### src/core/smi_pkg.sv
// Constants shared by both ends of the sector map detection link.
// Assumes a single 25 MHz clock domain with synchronous active-high reset.
package smi_pkg;

	// ==========================================================
	// Configuration bit positions
	localparam int ARCH_BIT      = 3;
	localparam int TOP_BIT       = 2;
	localparam int SIZE_BIT      = 1;
	localparam logic [7:0] CFG1_RST = 8'h00;
	localparam logic [7:0] CFG3_RST = 8'h00;

	// ==========================================================
	// Register locations seen by the read-any-register command
	localparam logic [31:0] ADDR_CFG1 = 32'h0000_0002;
	localparam logic [31:0] ADDR_CFG3 = 32'h0000_0004;
	localparam logic [7:0]  INSTR_RDAR = 8'h65;

	// ==========================================================
	// Detection descriptors: {address dword, command dword}
	localparam logic [7:0] MASK_ARCH = 8'h08;
	localparam logic [7:0] MASK_TOP  = 8'h04;
	localparam logic [1:0] ALEN_VAR  = 2'h3;
	localparam logic [3:0] LAT_VAR   = 4'hf;
	localparam logic [5:0] DESC_RSVD = 6'h3f;
	localparam logic [63:0] DESC0 = {ADDR_CFG3, MASK_ARCH, ALEN_VAR, 2'h3, LAT_VAR, INSTR_RDAR, DESC_RSVD, 2'h0};
	localparam logic [63:0] DESC1 = {ADDR_CFG1, MASK_TOP,  ALEN_VAR, 2'h3, LAT_VAR, INSTR_RDAR, DESC_RSVD, 2'h0};

	// ==========================================================
	// Supported index values
	localparam logic [2:0] IDX_BOT_64K  = 3'h0;
	localparam logic [2:0] IDX_BOT_256K = 3'h1;
	localparam logic [2:0] IDX_TOP_64K  = 3'h2;
	localparam logic [2:0] IDX_TOP_256K = 3'h3;
	localparam logic [2:0] IDX_UNI_64K  = 3'h4;
	localparam logic [2:0] IDX_UNI_256K = 3'h5;

	// ==========================================================
	// Controller registers on AHB-Lite, byte addresses
	localparam logic [7:0] REG_CTRL   = 8'h00;
	localparam logic [7:0] REG_STATUS = 8'h04;
	localparam logic [7:0] REG_DATA   = 8'h08;
	localparam logic [3:0] LAT_RST    = 4'h8;
	localparam int CTRL_START = 0;
	localparam int CTRL_ADDR4 = 1;
	localparam int CTRL_LAT_LO = 4;
	localparam int CTRL_LAT_HI = 7;

endpackage : smi_pkg

### src/core/smi_link_if.sv
// Link between the detection controller and the configuration decoder.
// Assumes both ends run on the same clock; the bench joins them.
`timescale 1ns/1ps
`default_nettype none

interface smi_link_if;
	logic        desc_sel;
	logic [63:0] desc_word;
	logic        req;
	logic [7:0]  instr;
	logic [31:0] addr;
	logic        addr4;
	logic [7:0]  rdata;
	logic        rvalid;

	modport dev  (input desc_sel, req, instr, addr, addr4, output desc_word, rdata, rvalid);
	modport host (output desc_sel, req, instr, addr, addr4, input desc_word, rdata, rvalid);
endinterface : smi_link_if

`default_nettype wire

### src/core/smi_host.sv
// Host end: walks the two detection descriptors and reads the selected bits.
// Orders and status reach it over AHB-Lite; the device end sits on the link.
// How it works
// - Index is arch, location, size, MSB first
// - Arch bit 0 hybrid, 1 uniform
// - Location bit puts 4 KB sectors bottom/top
// - Size bit picks 64 KB or 256 KB
// - Indices 00h to 05h decode to six layouts
// - Location bit ignored in uniform layout; here it gives index 06h/07h and raises o_invalid_map
// - Host programs only supported bit combinations; the bench also programs indices 06h and 07h
// - Detection uses read-any-register instruction 65h
// - Length field 11b means configured address length
// - Latency field 1111b means configured dummy latency
// - Mask 08h extracts bit 3, architecture
// - Descriptor bits 1:0 zero, 7:2 ones
// - First command reads address 04h
// - Mask 04h extracts bit 2, location
// - Second command reads address 02h
//
// Decided for this implementation: the address map and the AHB-Lite interface to the registers.
`timescale 1ns/1ps
`default_nettype none

module smi_host
(
	input  wire logic        i_clk,
	input  wire logic        i_srst,
	input  wire logic        i_hsel,
	input  wire logic [31:0] i_haddr,
	input  wire logic [1:0]  i_htrans,
	input  wire logic        i_hwrite,
	input  wire logic [2:0]  i_hsize,
	input  wire logic [31:0] i_hwdata,
	input  wire logic        i_hready,
	output logic      [31:0] o_hrdata,
	output logic             o_hreadyout,
	output logic             o_hresp,
	output logic             o_busy,
	smi_link_if.host         link
);

	typedef enum logic [2:0] {
		SMI_IDLE,
		SMI_DESC,
		SMI_CHECK,
		SMI_CMD,
		SMI_WAIT
	} smi_state_e;

	typedef struct packed {
		smi_state_e  state;
		logic        step;
		logic        addr4;
		logic [3:0]  lat;
		logic        done;
		logic        err;
		logic        arch;
		logic        top;
		logic [7:0]  byte0;
		logic [7:0]  byte1;
		logic [63:0] desc;
		logic [4:0]  cnt;
		logic [4:0]  need;
		logic        req;
		logic [7:0]  instr;
		logic [31:0] addr;
		logic        cmd_addr4;
		logic        wr_pend;
		logic [7:0]  wr_addr;
		logic [31:0] hrdata;
	} smi_host_s;

	smi_host_s st_r;
	smi_host_s st_nxt;
	logic       addr_phase;
	logic       start_w;
	logic       bit_w;
	logic [3:0] lat_w;

	// ==========================================================
	// Bus slave: zero wait states, read data loaded in the address phase
	always_comb
	begin
		st_nxt     = st_r;
		start_w    = 1'b0;
		addr_phase = i_hsel && i_htrans[1] && i_hready;
		st_nxt.wr_pend = addr_phase && i_hwrite;
		if (addr_phase)
			st_nxt.wr_addr = i_haddr[7:0];
		if (st_r.wr_pend && st_r.wr_addr == smi_pkg::REG_CTRL)
		begin
			st_nxt.addr4 = i_hwdata[smi_pkg::CTRL_ADDR4];
			st_nxt.lat   = i_hwdata[smi_pkg::CTRL_LAT_HI:smi_pkg::CTRL_LAT_LO];
			start_w      = i_hwdata[smi_pkg::CTRL_START];
		end
		if (addr_phase && !i_hwrite)
		begin
			if (i_haddr[7:0] == smi_pkg::REG_CTRL)
				st_nxt.hrdata = {24'h000000, st_r.lat, 2'h0, st_r.addr4, 1'b0};
			else if (i_haddr[7:0] == smi_pkg::REG_STATUS)
				st_nxt.hrdata = {27'h0000000, st_r.top, st_r.arch, st_r.err, st_r.done,
					st_r.state != SMI_IDLE};
			else if (i_haddr[7:0] == smi_pkg::REG_DATA)
				st_nxt.hrdata = {16'h0000, st_r.byte1, st_r.byte0};
			else
				st_nxt.hrdata = '0;
		end

		// ==========================================================
		// Detection sequence
		bit_w = |(link.rdata & st_r.desc[31:24]);
		lat_w = (st_r.desc[19:16] == smi_pkg::LAT_VAR) ? st_r.lat : st_r.desc[19:16];
		case (st_r.state)
			SMI_IDLE:
			begin
				// A start while busy is ignored; the running walk finishes first
				if (start_w)
				begin
					st_nxt.state = SMI_DESC;
					st_nxt.step  = 1'b0;
					st_nxt.done  = 1'b0;
					st_nxt.err   = 1'b0;
				end
			end
			SMI_DESC:
				// Device registers the descriptor one cycle after the select
				st_nxt.state = SMI_CHECK;
			SMI_CHECK:
			begin
				st_nxt.desc = link.desc_word;
				st_nxt.state = SMI_CMD;
			end
			SMI_CMD:
			begin
				if (st_r.desc[1:0] != 2'h0 || st_r.desc[7:2] != smi_pkg::DESC_RSVD)
				begin
					st_nxt.err   = 1'b1;
					st_nxt.done  = 1'b1;
					st_nxt.state = SMI_IDLE;
				end
				else
				begin
					st_nxt.instr = st_r.desc[15:8];
					st_nxt.addr  = st_r.desc[63:32];
					st_nxt.cmd_addr4 = (st_r.desc[23:22] == smi_pkg::ALEN_VAR) ? st_r.addr4
						: st_r.desc[22];
					st_nxt.need  = (st_nxt.cmd_addr4 ? 5'h04 : 5'h03) + {1'b0, lat_w};
					st_nxt.cnt   = '0;
					st_nxt.req   = 1'b1;
					st_nxt.state = SMI_WAIT;
				end
			end
			SMI_WAIT:
			begin
				// Sample only once our own latency count has run out
				if (st_r.cnt != st_r.need + 5'h01)
					st_nxt.cnt = st_r.cnt + 5'h01;
				else
				begin
					st_nxt.req = 1'b0;
					if (!link.rvalid)
						st_nxt.err = 1'b1;
					if (!st_r.step)
					begin
						st_nxt.byte0 = link.rdata;
						st_nxt.arch  = bit_w;
						st_nxt.step  = 1'b1;
						st_nxt.state = SMI_DESC;
					end
					else
					begin
						st_nxt.byte1 = link.rdata;
						st_nxt.top   = bit_w;
						st_nxt.done  = 1'b1;
						st_nxt.state = SMI_IDLE;
					end
				end
			end
			default:
				st_nxt.state = SMI_IDLE;
		endcase
	end

	always_ff @(posedge i_clk)
	begin
		if (i_srst)
		begin
			st_r       <= '0;
			st_r.state <= SMI_IDLE;
			st_r.lat   <= smi_pkg::LAT_RST;
		end
		else
			st_r <= st_nxt;
	end

	// ==========================================================
	// Outputs
	assign o_hrdata      = st_r.hrdata;
	assign o_hreadyout   = 1'b1;
	assign o_hresp       = 1'b0;
	assign o_busy        = st_r.state != SMI_IDLE;
	assign link.desc_sel = st_r.step;
	assign link.req      = st_r.req;
	assign link.instr    = st_r.instr;
	assign link.addr     = st_r.addr;
	assign link.addr4    = st_r.cmd_addr4;

endmodule : smi_host

`default_nettype wire

### src/flat_wrapper.sv
// flat-port wrapper written by rule: the top's interface ports become plain ports
module smi_host_flat 
  (i_clk, i_srst, i_hsel, i_haddr, i_htrans, i_hwrite, i_hsize, i_hwdata, i_hready, o_hrdata, o_hreadyout, o_hresp, o_busy, link_desc_sel, link_req, link_instr, link_addr, link_addr4, link_desc_word, link_rdata, link_rvalid);
  smi_link_if link_i ();
  input  wire logic i_clk;
  input  wire logic i_srst;
  input  wire logic i_hsel;
  input  wire logic [31:0] i_haddr;
  input  wire logic [1:0] i_htrans;
  input  wire logic i_hwrite;
  input  wire logic [2:0] i_hsize;
  input  wire logic [31:0] i_hwdata;
  input  wire logic i_hready;
  output logic      [31:0] o_hrdata;
  output logic o_hreadyout;
  output logic o_hresp;
  output logic o_busy;
  output wire logic [$bits(link_i.desc_sel)-1:0] link_desc_sel;
  output wire logic [$bits(link_i.req)-1:0] link_req;
  output wire logic [$bits(link_i.instr)-1:0] link_instr;
  output wire logic [$bits(link_i.addr)-1:0] link_addr;
  output wire logic [$bits(link_i.addr4)-1:0] link_addr4;
  input wire logic [$bits(link_i.desc_word)-1:0] link_desc_word;
  input wire logic [$bits(link_i.rdata)-1:0] link_rdata;
  input wire logic [$bits(link_i.rvalid)-1:0] link_rvalid;
  assign link_desc_sel = link_i.desc_sel;
  assign link_req = link_i.req;
  assign link_instr = link_i.instr;
  assign link_addr = link_i.addr;
  assign link_addr4 = link_i.addr4;
  assign link_i.desc_word = link_desc_word;
  assign link_i.rdata = link_rdata;
  assign link_i.rvalid = link_rvalid;
  smi_host u_core (.i_clk(i_clk), .i_srst(i_srst), .i_hsel(i_hsel), .i_haddr(i_haddr), .i_htrans(i_htrans), .i_hwrite(i_hwrite), .i_hsize(i_hsize), .i_hwdata(i_hwdata), .i_hready(i_hready), .o_hrdata(o_hrdata), .o_hreadyout(o_hreadyout), .o_hresp(o_hresp), .o_busy(o_busy), .link(link_i));
endmodule
### config.mk
export PLATFORM = sky130hd
export DESIGN_NAME = smi_host_flat
export DESIGN_NICKNAME = d
export VERILOG_FILES = /design/src/core/smi_pkg.sv /design/src/core/smi_link_if.sv /design/src/core/smi_host.sv /design/src/flat_wrapper.sv
export SDC_FILE = /design/constraint.sdc
export NUM_CORES = 1
export LEC_CHECK = 0
export ABC_AREA = 1
export BUFFER_PORTS_ARGS = -buffer_cell sky130_fd_sc_hd__buf_2
export CAP_MARGIN = 20
export CORE_MARGIN = 10
export CORE_UTILIZATION = 51
export CTS_CLUSTER_DIAMETER = 120
export CTS_CLUSTER_SIZE = 30
export DETAILED_ROUTE_END_ITERATION = 8
export PLACE_DENSITY = 0.86
export SLEW_MARGIN = 10
export SYNTH_ARGS = -nofsm -noshare
export SYNTH_HDL_FRONTEND = slang
export SYNTH_SLANG_ARGS = --single-unit
### constraint.sdc
create_clock -name i_clk -period 1.8 [get_ports i_clk]
set_input_delay 0.09 -clock i_clk [delete_from_list [all_inputs] [get_ports i_clk]]
set_output_delay 0.09 -clock i_clk [all_outputs]
set_load 0.02 [all_outputs]
==> results of run 1 <==
cells in the final DEF (no fill, tap or decap), types with 3 or more instances in the layout:
| master | instances |
|---|---|
| ha_1 | 4 |
| nor2_8 | 3 |
| o211ai_1 | 4 |
| dfxtp_1 | 164 |
| conb_1 | 18 |
| clkbuf_16 | 17 |
| a21oi_1 | 92 |
| buf_12 | 7 |
| nor3_1 | 4 |
| nand3_1 | 33 |
| dlygate4sd3_1 | 82 |
| clkinvlp_4 | 5 |
| nor2_4 | 4 |
| nand2_1 | 206 |
| o21ai_0 | 77 |
| nor2_1 | 150 |
| a21oi_2 | 9 |
| buf_2 | 150 |
| buf_4 | 13 |
| nand2_2 | 10 |
| inv_2 | 5 |
| nor3_2 | 3 |
| xor2_1 | 3 |
| inv_1 | 43 |
| nand3_4 | 3 |
registers in the layout (all words and copies together), names as in the netlist:
name,cells
u_core.link.addr,32
u_core.st_r,109
u_core.link.addr4,1
u_core.link.desc_sel,1
u_core.link.instr,8
u_core.link.req,1
u_core.o_hrdata,16
final timing paths:
check	startpoint	end	slack [ns]	cells after the start
max	u_core.st_r[84]	u_core.st_r[157]	-0.01	11
min	i_haddr[2]	u_core.st_r[34]	0.05	3
max reg2reg	u_core.st_r[84]	u_core.st_r[157]	-0.01	11
min reg2reg	u_core.st_r[33]	u_core.st_r[33]	0.45	2
worst max-delay path, cell delays in order, from the launching register on:
cell,delay [ns]
dfxtp_4,0.35
ha_4,0.26
inv_2,0.03
nand2_1,0.05
nand2_1,0.05
nor2_1,0.08
nand2_1,0.08
nor2_4,0.21
nand3_4,0.22
nor2_4,0.19
nand2_1,0.09
a21oi_2,0.13
stage by stage:
| step | cells | TNS [ns] |
|---|---|---|
| 2_1_floorplan | 976 | 0 |
| 3_3_place_gp | 1199 | 0 |
| 3_5_place_dp | 1199 | 0 |
| 4_1_cts | 1312 | 0 |
| 5_1_grt | 1323 | -2.415 |
| 6_report | 1323 | -0.01253 |
layer usage:
layer	vias to the layer above	share of wire [%]	track usage [%]
met5	-	0	0
li1	3329	-	-
met4	0	2.0	6.205
met3	36	8.7	7.055
met1	3087	39	22.79
met2	298	50	35.37
logic make-up (layout without fill, tap and decap cells):
logic type | Yosys count | after routing | share of synthesized area, %
compound gates | 190 | 190 | 13.65
fa+ha+maj | 6 | 6 | 1.151
buf+inv | 169 | 332 | 13.11
other cells | 2 | 20 | 0.1046
simple gates | 421 | 423 | 24.63
flops | 168 | 168 | 46.86
xor+xnor | 4 | 4 | 0.4882
area by class of cell:
type	count	area [µm²]	area share, %
Tap cell	180	225.2	2.439
Timing Repair Buffer	253	1821	19.71
Inverter	48	180.2	1.951
Sequential cell	168	3373	36.53
Antenna cell	2	5.005	0.05419
Multi-Input combinational cell	641	3075	33.30
Clock buffer	21	460.4	4.986
Clock inverter	10	95.09	1.030
power breakdown:
group	total (mW)	switching (mW)	internal, mW
Sequential	4.02	0.114	3.90
Clock	3.45	1.48	1.97
Combinational	1.04	0.605	0.430
what timing repair did:
action	CTS	global route
setup endpoints to repair	1	30
hold endpoints to repair	90	0
pin swaps	1	18
gates cloned	0	2
buffers inserted	1	7
hold buffers	82	0
gates resized for setup	1	33
==> impl_metrics.csv, run 1 <==
group,metric,value,unit
synthesis,synthTopCellsByCount,"213 x nand2_1, 168 x dfxtp_1, 150 x nor2_1, 101 x a21oi_1, 78 x buf_4",
global_routing,grt_usage,20.30,%
status,outcome,"finished, violations left",
synthesis,synth_ff_type,"dfxtp_1",
finish,syn2layout_area_growth,28.68,%
placement,io_buffers,150,
route,drt-initial-drc-count,490,
route,wl,20.36,mm
clock_network,clock_latency,0.43,ns
global_routing,grt_pass1_vias,6501,
power_and_ir_drop,total_power,8.506,mW
synthesis,ys_types,35,
sta,worst_pin_slew,0.6525,ns
die,rows,43,
die,die-area,19220,µm²
clock_network,cts_root_buf,"clkbuf_16",
clock_network,cts_buffers,17,
synthesis,postSynthCellCount,960,
die,initial_core_util,51.90,%
synthesis,synth_top_area_share,46.86,%
worst_setup_path,critical_path_class,"reg -> reg",
status,violations,"negative setup slack",
power_and_ir_drop,leakagePower,3.840,nW
worst_setup_path,required,2.16,ns
clock_network,clk_transition_reported_paths,0.06,ns
sta,fin_ws,-0.01253,ns
worst_setup_path,arrival,2.17,ns
sta,drv_slew,0,
route,first_pass_iters,5,
placement,placed_area,7640,µm²
synthesis,syn_avg_cell_area,7.476,µm²
clock_network,cts_tree,"done",
global_routing,grt_pass1_wl,32.89,mm
finish,final_nets,1282,
worst_setup_path,cp-start-kind,"flop",
finish,drive_gt1_share,21.82,%
worst_setup_path,cp_max_fo,5,
clock_network,clk_path_buf_depth,2,
global_routing,antenna_found_initial,2,
route,wl_per_cell,15.39,µm
worst_setup_path,endpoint_kind,"flop",
synthesis,synth_edf_count,0,
die,core_area,13830,µm²
route,drc,0,
placement,gp_congestion,0.8283,
power_and_ir_drop,p_per_area,921.0,nW/µm²
synthesis,synth_seq_area_share,46.86,%
sta,fin_crit_sh,100.7,%
finish,design_area,9235,µm²
global_routing,grt_overflow,0,
synthesis,yosysTopAreaCell,"dfxtp_1",
synthesis,synth-async-reset-ratio,0,%
sta,grt_setup_unrepaired,"true",
finish,n_fill_cell,1091,
die,die_w,138.6,µm
sta,fin_worst_skew,0.009264,ns
route,vias,6750,
global_routing,grt_max_degree,87,
sta,period_needed,1.813,ns
clock_network,cts_sinks,168,
sta,clock.fmax,551.7,MHz
route,post_drt_via_cell_ratio,5.102,
power_and_ir_drop,peakVddDrop,0.7173,mV
route,antenna_left,0,
finish,utilization,66.79,%
synthesis,ys_ff_latch,168,
synthesis,yosysWarnings,0,
die,die_y,138.6,µm
synthesis,yosys.cell_count.top_type,"nand2_1",
die,boundaryPins,225,
synthesis,yosys-top-cells-area,"dfxtp_1 47%, nand2_1 11%, buf_4 8.2%",
min_path,min_path_type,"in -> reg",
job,max_cap_viol_count,0,
sta,setup_viol,1,
placement,place_ws,0.01305,ns
clock_network,htree_levels,4,
sta,hold_ws,0.04571,ns
placement,dp_hpwl,12.36,mm
sta,relSlewSlack,56.04,%
sta,hold_viol,0,
synthesis,syn_area,7177,µm²
No activity file was read; power rests on OpenSTA's default activity.
==> run 2: changes to the inputs <==
--- a/config.mk
+++ b/config.mk
@@ -14,6 +14,7 @@
 export CTS_CLUSTER_SIZE = 30
 export DETAILED_ROUTE_END_ITERATION = 8
 export PLACE_DENSITY = 0.86
+export SETUP_SLACK_MARGIN = 0.2
 export SLEW_MARGIN = 10
 export SYNTH_ARGS = -nofsm -noshare
 export SYNTH_HDL_FRONTEND = slang
==> impl_metrics.csv, run 2 (same netlist as run 1, synthesis figures left out) <==
group,metric,value,unit
status,outcome,"completed",
finish,final_cells,1324,
clock_network,cts_sinks,168,
worst_setup_path,required,2.11,ns
worst_setup_path,slowest_stage,"dfxtp_4",
worst_setup_path,critical_path_class,"reg -> reg",
worst_setup_path,cp-start-kind,"flop",
sta,fin_setup_tns,0,ns
power_and_ir_drop,p_per_area,920.2,nW/µm²
worst_setup_path,arrival,2.07,ns
worst_setup_path,cp_common_cell,"nand2_1",
global_routing,grt_usage,20.42,%
worst_setup_path,cp_max_fo,4,
clock_network,clock_latency,0.43,ns
placement,gp_congestion,0.8283,
finish,syn2layout_area_growth,28.70,%
sta,grt_setup_unrepaired,"true",
route,first_pass_iters,6,
die,die_w,138.6,µm
power_and_ir_drop,power_switching,2.190,mW
sta,period_needed,1.761,ns
global_routing,grt_use_met3,7.055,%
job,max_cap_viol_count,0,
finish,n_fill_cell,1090,
die,rows,43,
finish,largest_reg_flops,109,
power_and_ir_drop,pwr-share-clk,40.5,%
clock_network,cts_buffers,17,
min_path,min_path_type,"in -> reg",
clock_network,clk_path_buf_depth,2,
route,antenna_left,0,
placement,dp_hpwl,12.36,mm
sta,setup_viol,0,
route,wl,20.30,mm
sta,hold_ws,0.04983,ns
clock_network,htree_levels,4,
worst_setup_path,endpoint_kind,"flop",
sta,drv_slew,0,
clock_network,cts_tree,"done",
finish,largest_register,"u_core.st_r",
finish,drive_gt1_share,22.15,%
finish,utilization,66.80,%
clock_network,clk_transition_reported_paths,0.06,ns
sta,fin_ws,0.03900,ns
placement,dp_cells,1199,
finish,final_common_cell,"nand2_1",
global_routing,grt_overflow,0,
sta,fin_worst_skew,0.009016,ns
global_routing,met1_usage,23.03,%
sta,clock.fmax,567.9,MHz
die,boundaryPins,225,
die,core_area,13830,µm²
die,die_y,138.6,µm
route,drc,0,
power_and_ir_drop,peakVddDrop,0.7189,mV
power_and_ir_drop,seq_power_share,47.3,%
route,wl_per_cell,15.33,µm
die,die-area,19220,µm²
finish,seqCellArea,3374,µm²
power_and_ir_drop,intPower,6.309,mW
global_routing,grt_pass1_wl,33.07,mm
route,vias,6767,
sta,hold_viol,0,
die,initial_core_util,51.90,%
global_routing,busiest_layer,"met2",
worst_setup_path,critical_path.cell_chain,"nand2_4, nor3_4, a21boi_1, ha_1, nand2_1, nand2_1, a31oi_1, xor2_1, a21oi_1",
global_routing,grt_max_degree,87,
placement,place_ws,0.01305,ns
power_and_ir_drop,leakagePower,3.858,nW
global_routing,antenna_found_initial,2,
worst_setup_path,critPathMaxStageDelay,0.36,ns
route,drt-initial-drc-count,419,
global_routing,use_met2,35.34,%
finish,multi_input_area,3072,µm²
power_and_ir_drop,p_sw_share,25.77,%
placement,io_buffers,150,
finish,final_nets,1283,
sta,fin_crit_sh,97.83,%
finish,layout_common_cells,"205 x nand2_1, 163 x dfxtp_1, 150 x buf_2",
clock_network,cts_root_buf,"clkbuf_16",
route,post_drt_via_cell_ratio,5.111,
global_routing,grt_pass1_vias,6527,
power_and_ir_drop,comb_power_share,12.1,%
[run 2: changes by cell type in the layout (fill, tap and decap cells not counted), sizes merged]
| cell | previous run | this run |
|---|---|---|
| inv | 50 | 48 |
| buf | 171 | 172 |
| clkinv | 2 | 3 |
| clkinvlp | 5 | 6 |
[run 2: through the flow]
stage               instance area (µm²)  power (mW)
CTS                                9130       8.464
global placement                   7640       4.878
global route                       9236       8.844
finish                             9236       8.499
floorplan                          7237       4.653
detailed placement                 7640       4.909
[run 2: power groups by stage]
stage | clock [mW] | sequential, mW | combinational, mW
floorplan | 0 | 4.07 | 0.584
global placement | 0 | 4.08 | 0.801
detailed placement | 0 | 4.09 | 0.822
CTS | 3.48 | 4.01 | 0.979
global route | 3.66 | 4.04 | 1.15
finish | 3.44 | 4.02 | 1.03
[run 2: what timing repair did]
item | in CTS | in global routing
setup endpoints to repair | 32 | 76
pin swaps | 13 | 14
hold buffers | 82 | 0
gates resized for setup | 22 | 22
buffers inserted | 5 | 3
hold endpoints to repair | 90 | 0
cloned | 1 | 1
[run 2: area by class of cell]
type | instances | area share [%]
diodes | 2 | 0.05419
multi-input cells | 641 | 33.26
well taps | 180 | 2.438
inverters | 48 | 2.046
repair buffers | 254 | 19.66
flip-flops and latches | 168 | 36.53
clock inverters | 10 | 1.030
clock buffers | 21 | 4.985
[run 2: worst paths after layout]
path | startpoint | end | slack (ns) | cells after the start
setup / recovery | u_core.st_r[111] | u_core.st_r[86] | 0.04 | 9
hold reg to reg | u_core.st_r[131] | u_core.link.addr[6] | 0.46 | 2
hold / removal | i_haddr[2] | u_core.st_r[34] | 0.05 | 3
setup reg to reg | u_core.st_r[111] | u_core.st_r[86] | 0.04 | 9
[run 2: routing by layer]
metal	routed length [µm]	share of wire, %
met3	1817	8.9
met4	407	2.0
met2	10090	50
met5	0	0
met1	7984	39
[run 2: critical path, delay by kind of cell (launching register included)]
family                   cells  cell delay, ns
adder cells (fa/ha/maj)      1            0.33
flip-flops                   1            0.36
XOR/XNOR                     1            0.16
AND/OR/NAND/NOR              4            0.44
AO/OA/AOI/OAI                3            0.36
==> run 3: changes to the inputs <==
--- a/config.mk
+++ b/config.mk
@@ -5,7 +5,6 @@
 export SDC_FILE = /design/constraint.sdc
 export NUM_CORES = 1
 export LEC_CHECK = 0
-export ABC_AREA = 1
 export BUFFER_PORTS_ARGS = -buffer_cell sky130_fd_sc_hd__buf_2
 export CAP_MARGIN = 20
 export CORE_MARGIN = 10
==> impl_metrics.csv, run 3 <==
group,metric,value,unit
sta,fin_crit_sh,98.19,%
synthesis,ys_ff_latch,168,
global_routing,grt_overflow,0,
die,rows,42,
finish,utilization,72.24,%
global_routing,grt_max_degree,87,
worst_setup_path,critical_path_class,"reg -> reg",
global_routing,use_met2,35.79,%
power_and_ir_drop,peakVddDrop,0.8390,mV
route,wl_per_cell,18.22,µm
synthesis,synthTopCellsByCount,"249 x nand2_1, 168 x dfxtp_1, 129 x a21oi_1, 77 x buf_4, 45 x nor2_1",
worst_setup_path,cp-start-kind,"flop",
sta,clock.fmax,565.8,MHz
placement,place_ws,-0.003844,ns
finish,largest_reg_flops,109,
route,drt-initial-drc-count,617,
worst_setup_path,endpoint_kind,"flop",
power_and_ir_drop,leakagePower,4.066,nW
route,antenna_left,0,
die,core_area,13400,µm²
finish,design_area,9681,µm²
placement,gp_congestion,0.8546,
job,max_cap_viol_count,0,
power_and_ir_drop,p_per_area,913.9,nW/µm²
placement,io_buffers,150,
synthesis,synth_ff_type,"dfxtp_1",
sta,period_needed,1.767,ns
power_and_ir_drop,intPower,6.543,mW
finish,drive_gt1_share,28.36,%
synthesis,yosys.cell_count.top_type,"nand2_1",
die,die_y,137.7,µm
power_and_ir_drop,total_power,8.847,mW
die,die_w,137.7,µm
finish,final_nets,1212,
sta,fin_ws,0.03257,ns
sta,fin_worst_skew,0.01681,ns
finish,syn2layout_area_growth,36.99,%
worst_setup_path,cp_max_fo,2,
placement,dp_hpwl,12.18,mm
die,die-area,18970,µm²
finish,layout_common_cells,"238 x nand2_1, 155 x dfxtp_1, 149 x buf_2",
placement,placed_area,7650,µm²
synthesis,syn_avg_cell_area,8.151,µm²
route,post_drt_via_cell_ratio,5.442,
synthesis,ys_types,54,
power_and_ir_drop,p_sw_share,26.04,%
route,wl,22.83,mm
power_and_ir_drop,pwr-share-clk,43.2,%
finish,largest_register,"u_core.st_r",
synthesis,synth_edf_count,0,
synthesis,synth-async-reset-ratio,0,%
global_routing,grt_usage,20.88,%
worst_setup_path,required,2.12,ns
synthesis,syn_area,7067,µm²
global_routing,grt_use_met3,5.645,%
global_routing,antenna_found_initial,3,
clock_network,clk_transition_reported_paths,0.07,ns
clock_network,cts_root_buf,"clkbuf_16",
power_and_ir_drop,comb_power_share,12.0,%
die,initial_core_util,52.74,%
sta,hold_viol,0,
sta,drv_slew,0,
synthesis,yosys-top-cells-area,"dfxtp_1 48%, nand2_1 13%, a21oi_1 9.1%",
route,first_pass_iters,6,
global_routing,grt_pass1_vias,6380,
clock_network,clk_path_buf_depth,2,
power_and_ir_drop,power_switching,2.304,mW
power_and_ir_drop,seq_power_share,44.8,%
clock_network,cts_sinks,168,
sta,setup_viol,0,
synthesis,synth_top_area_share,47.59,%
min_path,min_path_type,"in -> reg",
global_routing,grt_pass1_wl,31.68,mm
synthesis,postSynthCellCount,867,
sta,grt_setup_unrepaired,"true",
global_routing,met1_usage,23.19,%
clock_network,htree_levels,4,
die,boundaryPins,225,
clock_network,clock_latency,0.44,ns
worst_setup_path,arrival,2.09,ns
global_routing,busiest_layer,"met2",
route,drc,0,
route,vias,6819,
status,outcome,"completed",
synthesis,yosysWarnings,0,
clock_network,cts_buffers,17,
finish,final_common_cell,"nand2_1",
clock_network,cts_tree,"done",
synthesis,synth_seq_area_share,47.59,%
synthesis,yosysTopAreaCell,"dfxtp_1",
==> run 3: changes by cell type after synthesis, sizes merged, moves of 8 or more <==
cell,before,now
inv,48,7
nand3,37,5
a22oi,0,16
a21oi,101,129
nor2,155,45
nand2,217,249
clkbuf,35,43
o21ai,78,7
mux2i,0,16
==> run 3: what timing repair did <==
item	CTS	global route
resized for setup	16	69
hold buffers	86	0
buffers inserted	5	7
hold endpoints to repair	97	0
pin swaps	18	27
gates cloned	0	7
endpoints found under the setup margin	75	76
==> run 3: worst max-delay path, cell delays in order, from the launching register on <==
cell     delay (ns)
dfxtp_2        0.35
nand2_2        0.06
o31a_1         0.31
buf_4          0.15
fa_2           0.38
a21oi_2        0.16
nor3_2         0.06
a21oi_1        0.13
nor2_1         0.05
==> run 3: kinds of logic (layout without fill, tap and decap cells) <==
| logic type | count (synthesis) | after routing | synth area share, % |
|---|---|---|---|
| buf+inv | 135 | 324 | 11.49 |
| compound gates | 180 | 180 | 14.59 |
| mux | 19 | 19 | 2.744 |
| fa+ha+maj | 6 | 6 | 1.169 |
| xor+xnor | 9 | 9 | 1.116 |
| flops | 168 | 168 | 47.59 |
| simple gates | 348 | 348 | 21.19 |
| other cells | 2 | 23 | 0.1063 |
==> run 3: power groups by stage <==
stage / Sequential [mW] / Clock, mW / Combinational, mW
3_5_place_dp: 4.03 / 0 / 0.800
5_1_grt: 3.98 / 4.02 / 1.14
2_1_floorplan: 4.00 / 0 / 0.570
6_report: 3.97 / 3.82 / 1.06
3_3_place_gp: 4.02 / 0 / 0.785
4_1_cts: 3.95 / 3.81 / 0.963
==> run 3: final timing paths <==
check	startpoint	endpoint	slack, ns	cells past startpoint
max	u_core.st_r[111]	u_core.st_r[87]	0.03	8
min	i_haddr[3]	u_core.st_r[35]	0.02	3
max reg2reg	u_core.st_r[111]	u_core.st_r[87]	0.03	8
min reg2reg	u_core.link.instr[6]	u_core.link.instr[6]	0.45	2
==> run 3: stage by stage <==
stage	hold slack, ns	instances	TNS (ns)
final	0.02067	1253	0
after global routing	0.02543	1251	-0.2760
after CTS	0.01222	1234	0
after detailed placement	0.3288	1111	-0.003844
after global placement	0.3255	1111	0
after floorplan	0.2112	883	0
==> run 3: metal layers <==
metal  vias to the layer above  part of all wire (%)  wire (µm)
li1                       3190                     -          -
met5                         -                     0          0
met3                       101                   7.2       1639
met4                         0                   4.4       1005
met2                       340                    51      11680
met1                      3188                    37       8498
==> run 3: cell type report <==
type | count | area (µm²)
flip-flops and latches | 168 | 3385
inverters | 7 | 26.28
well taps | 176 | 220.2
diodes | 5 | 12.51
clock inverters | 15 | 188.9
repair buffers | 285 | 2215
multi-input cells | 580 | 3208
clock buffers | 17 | 425.4
fillers | 901 | 3720
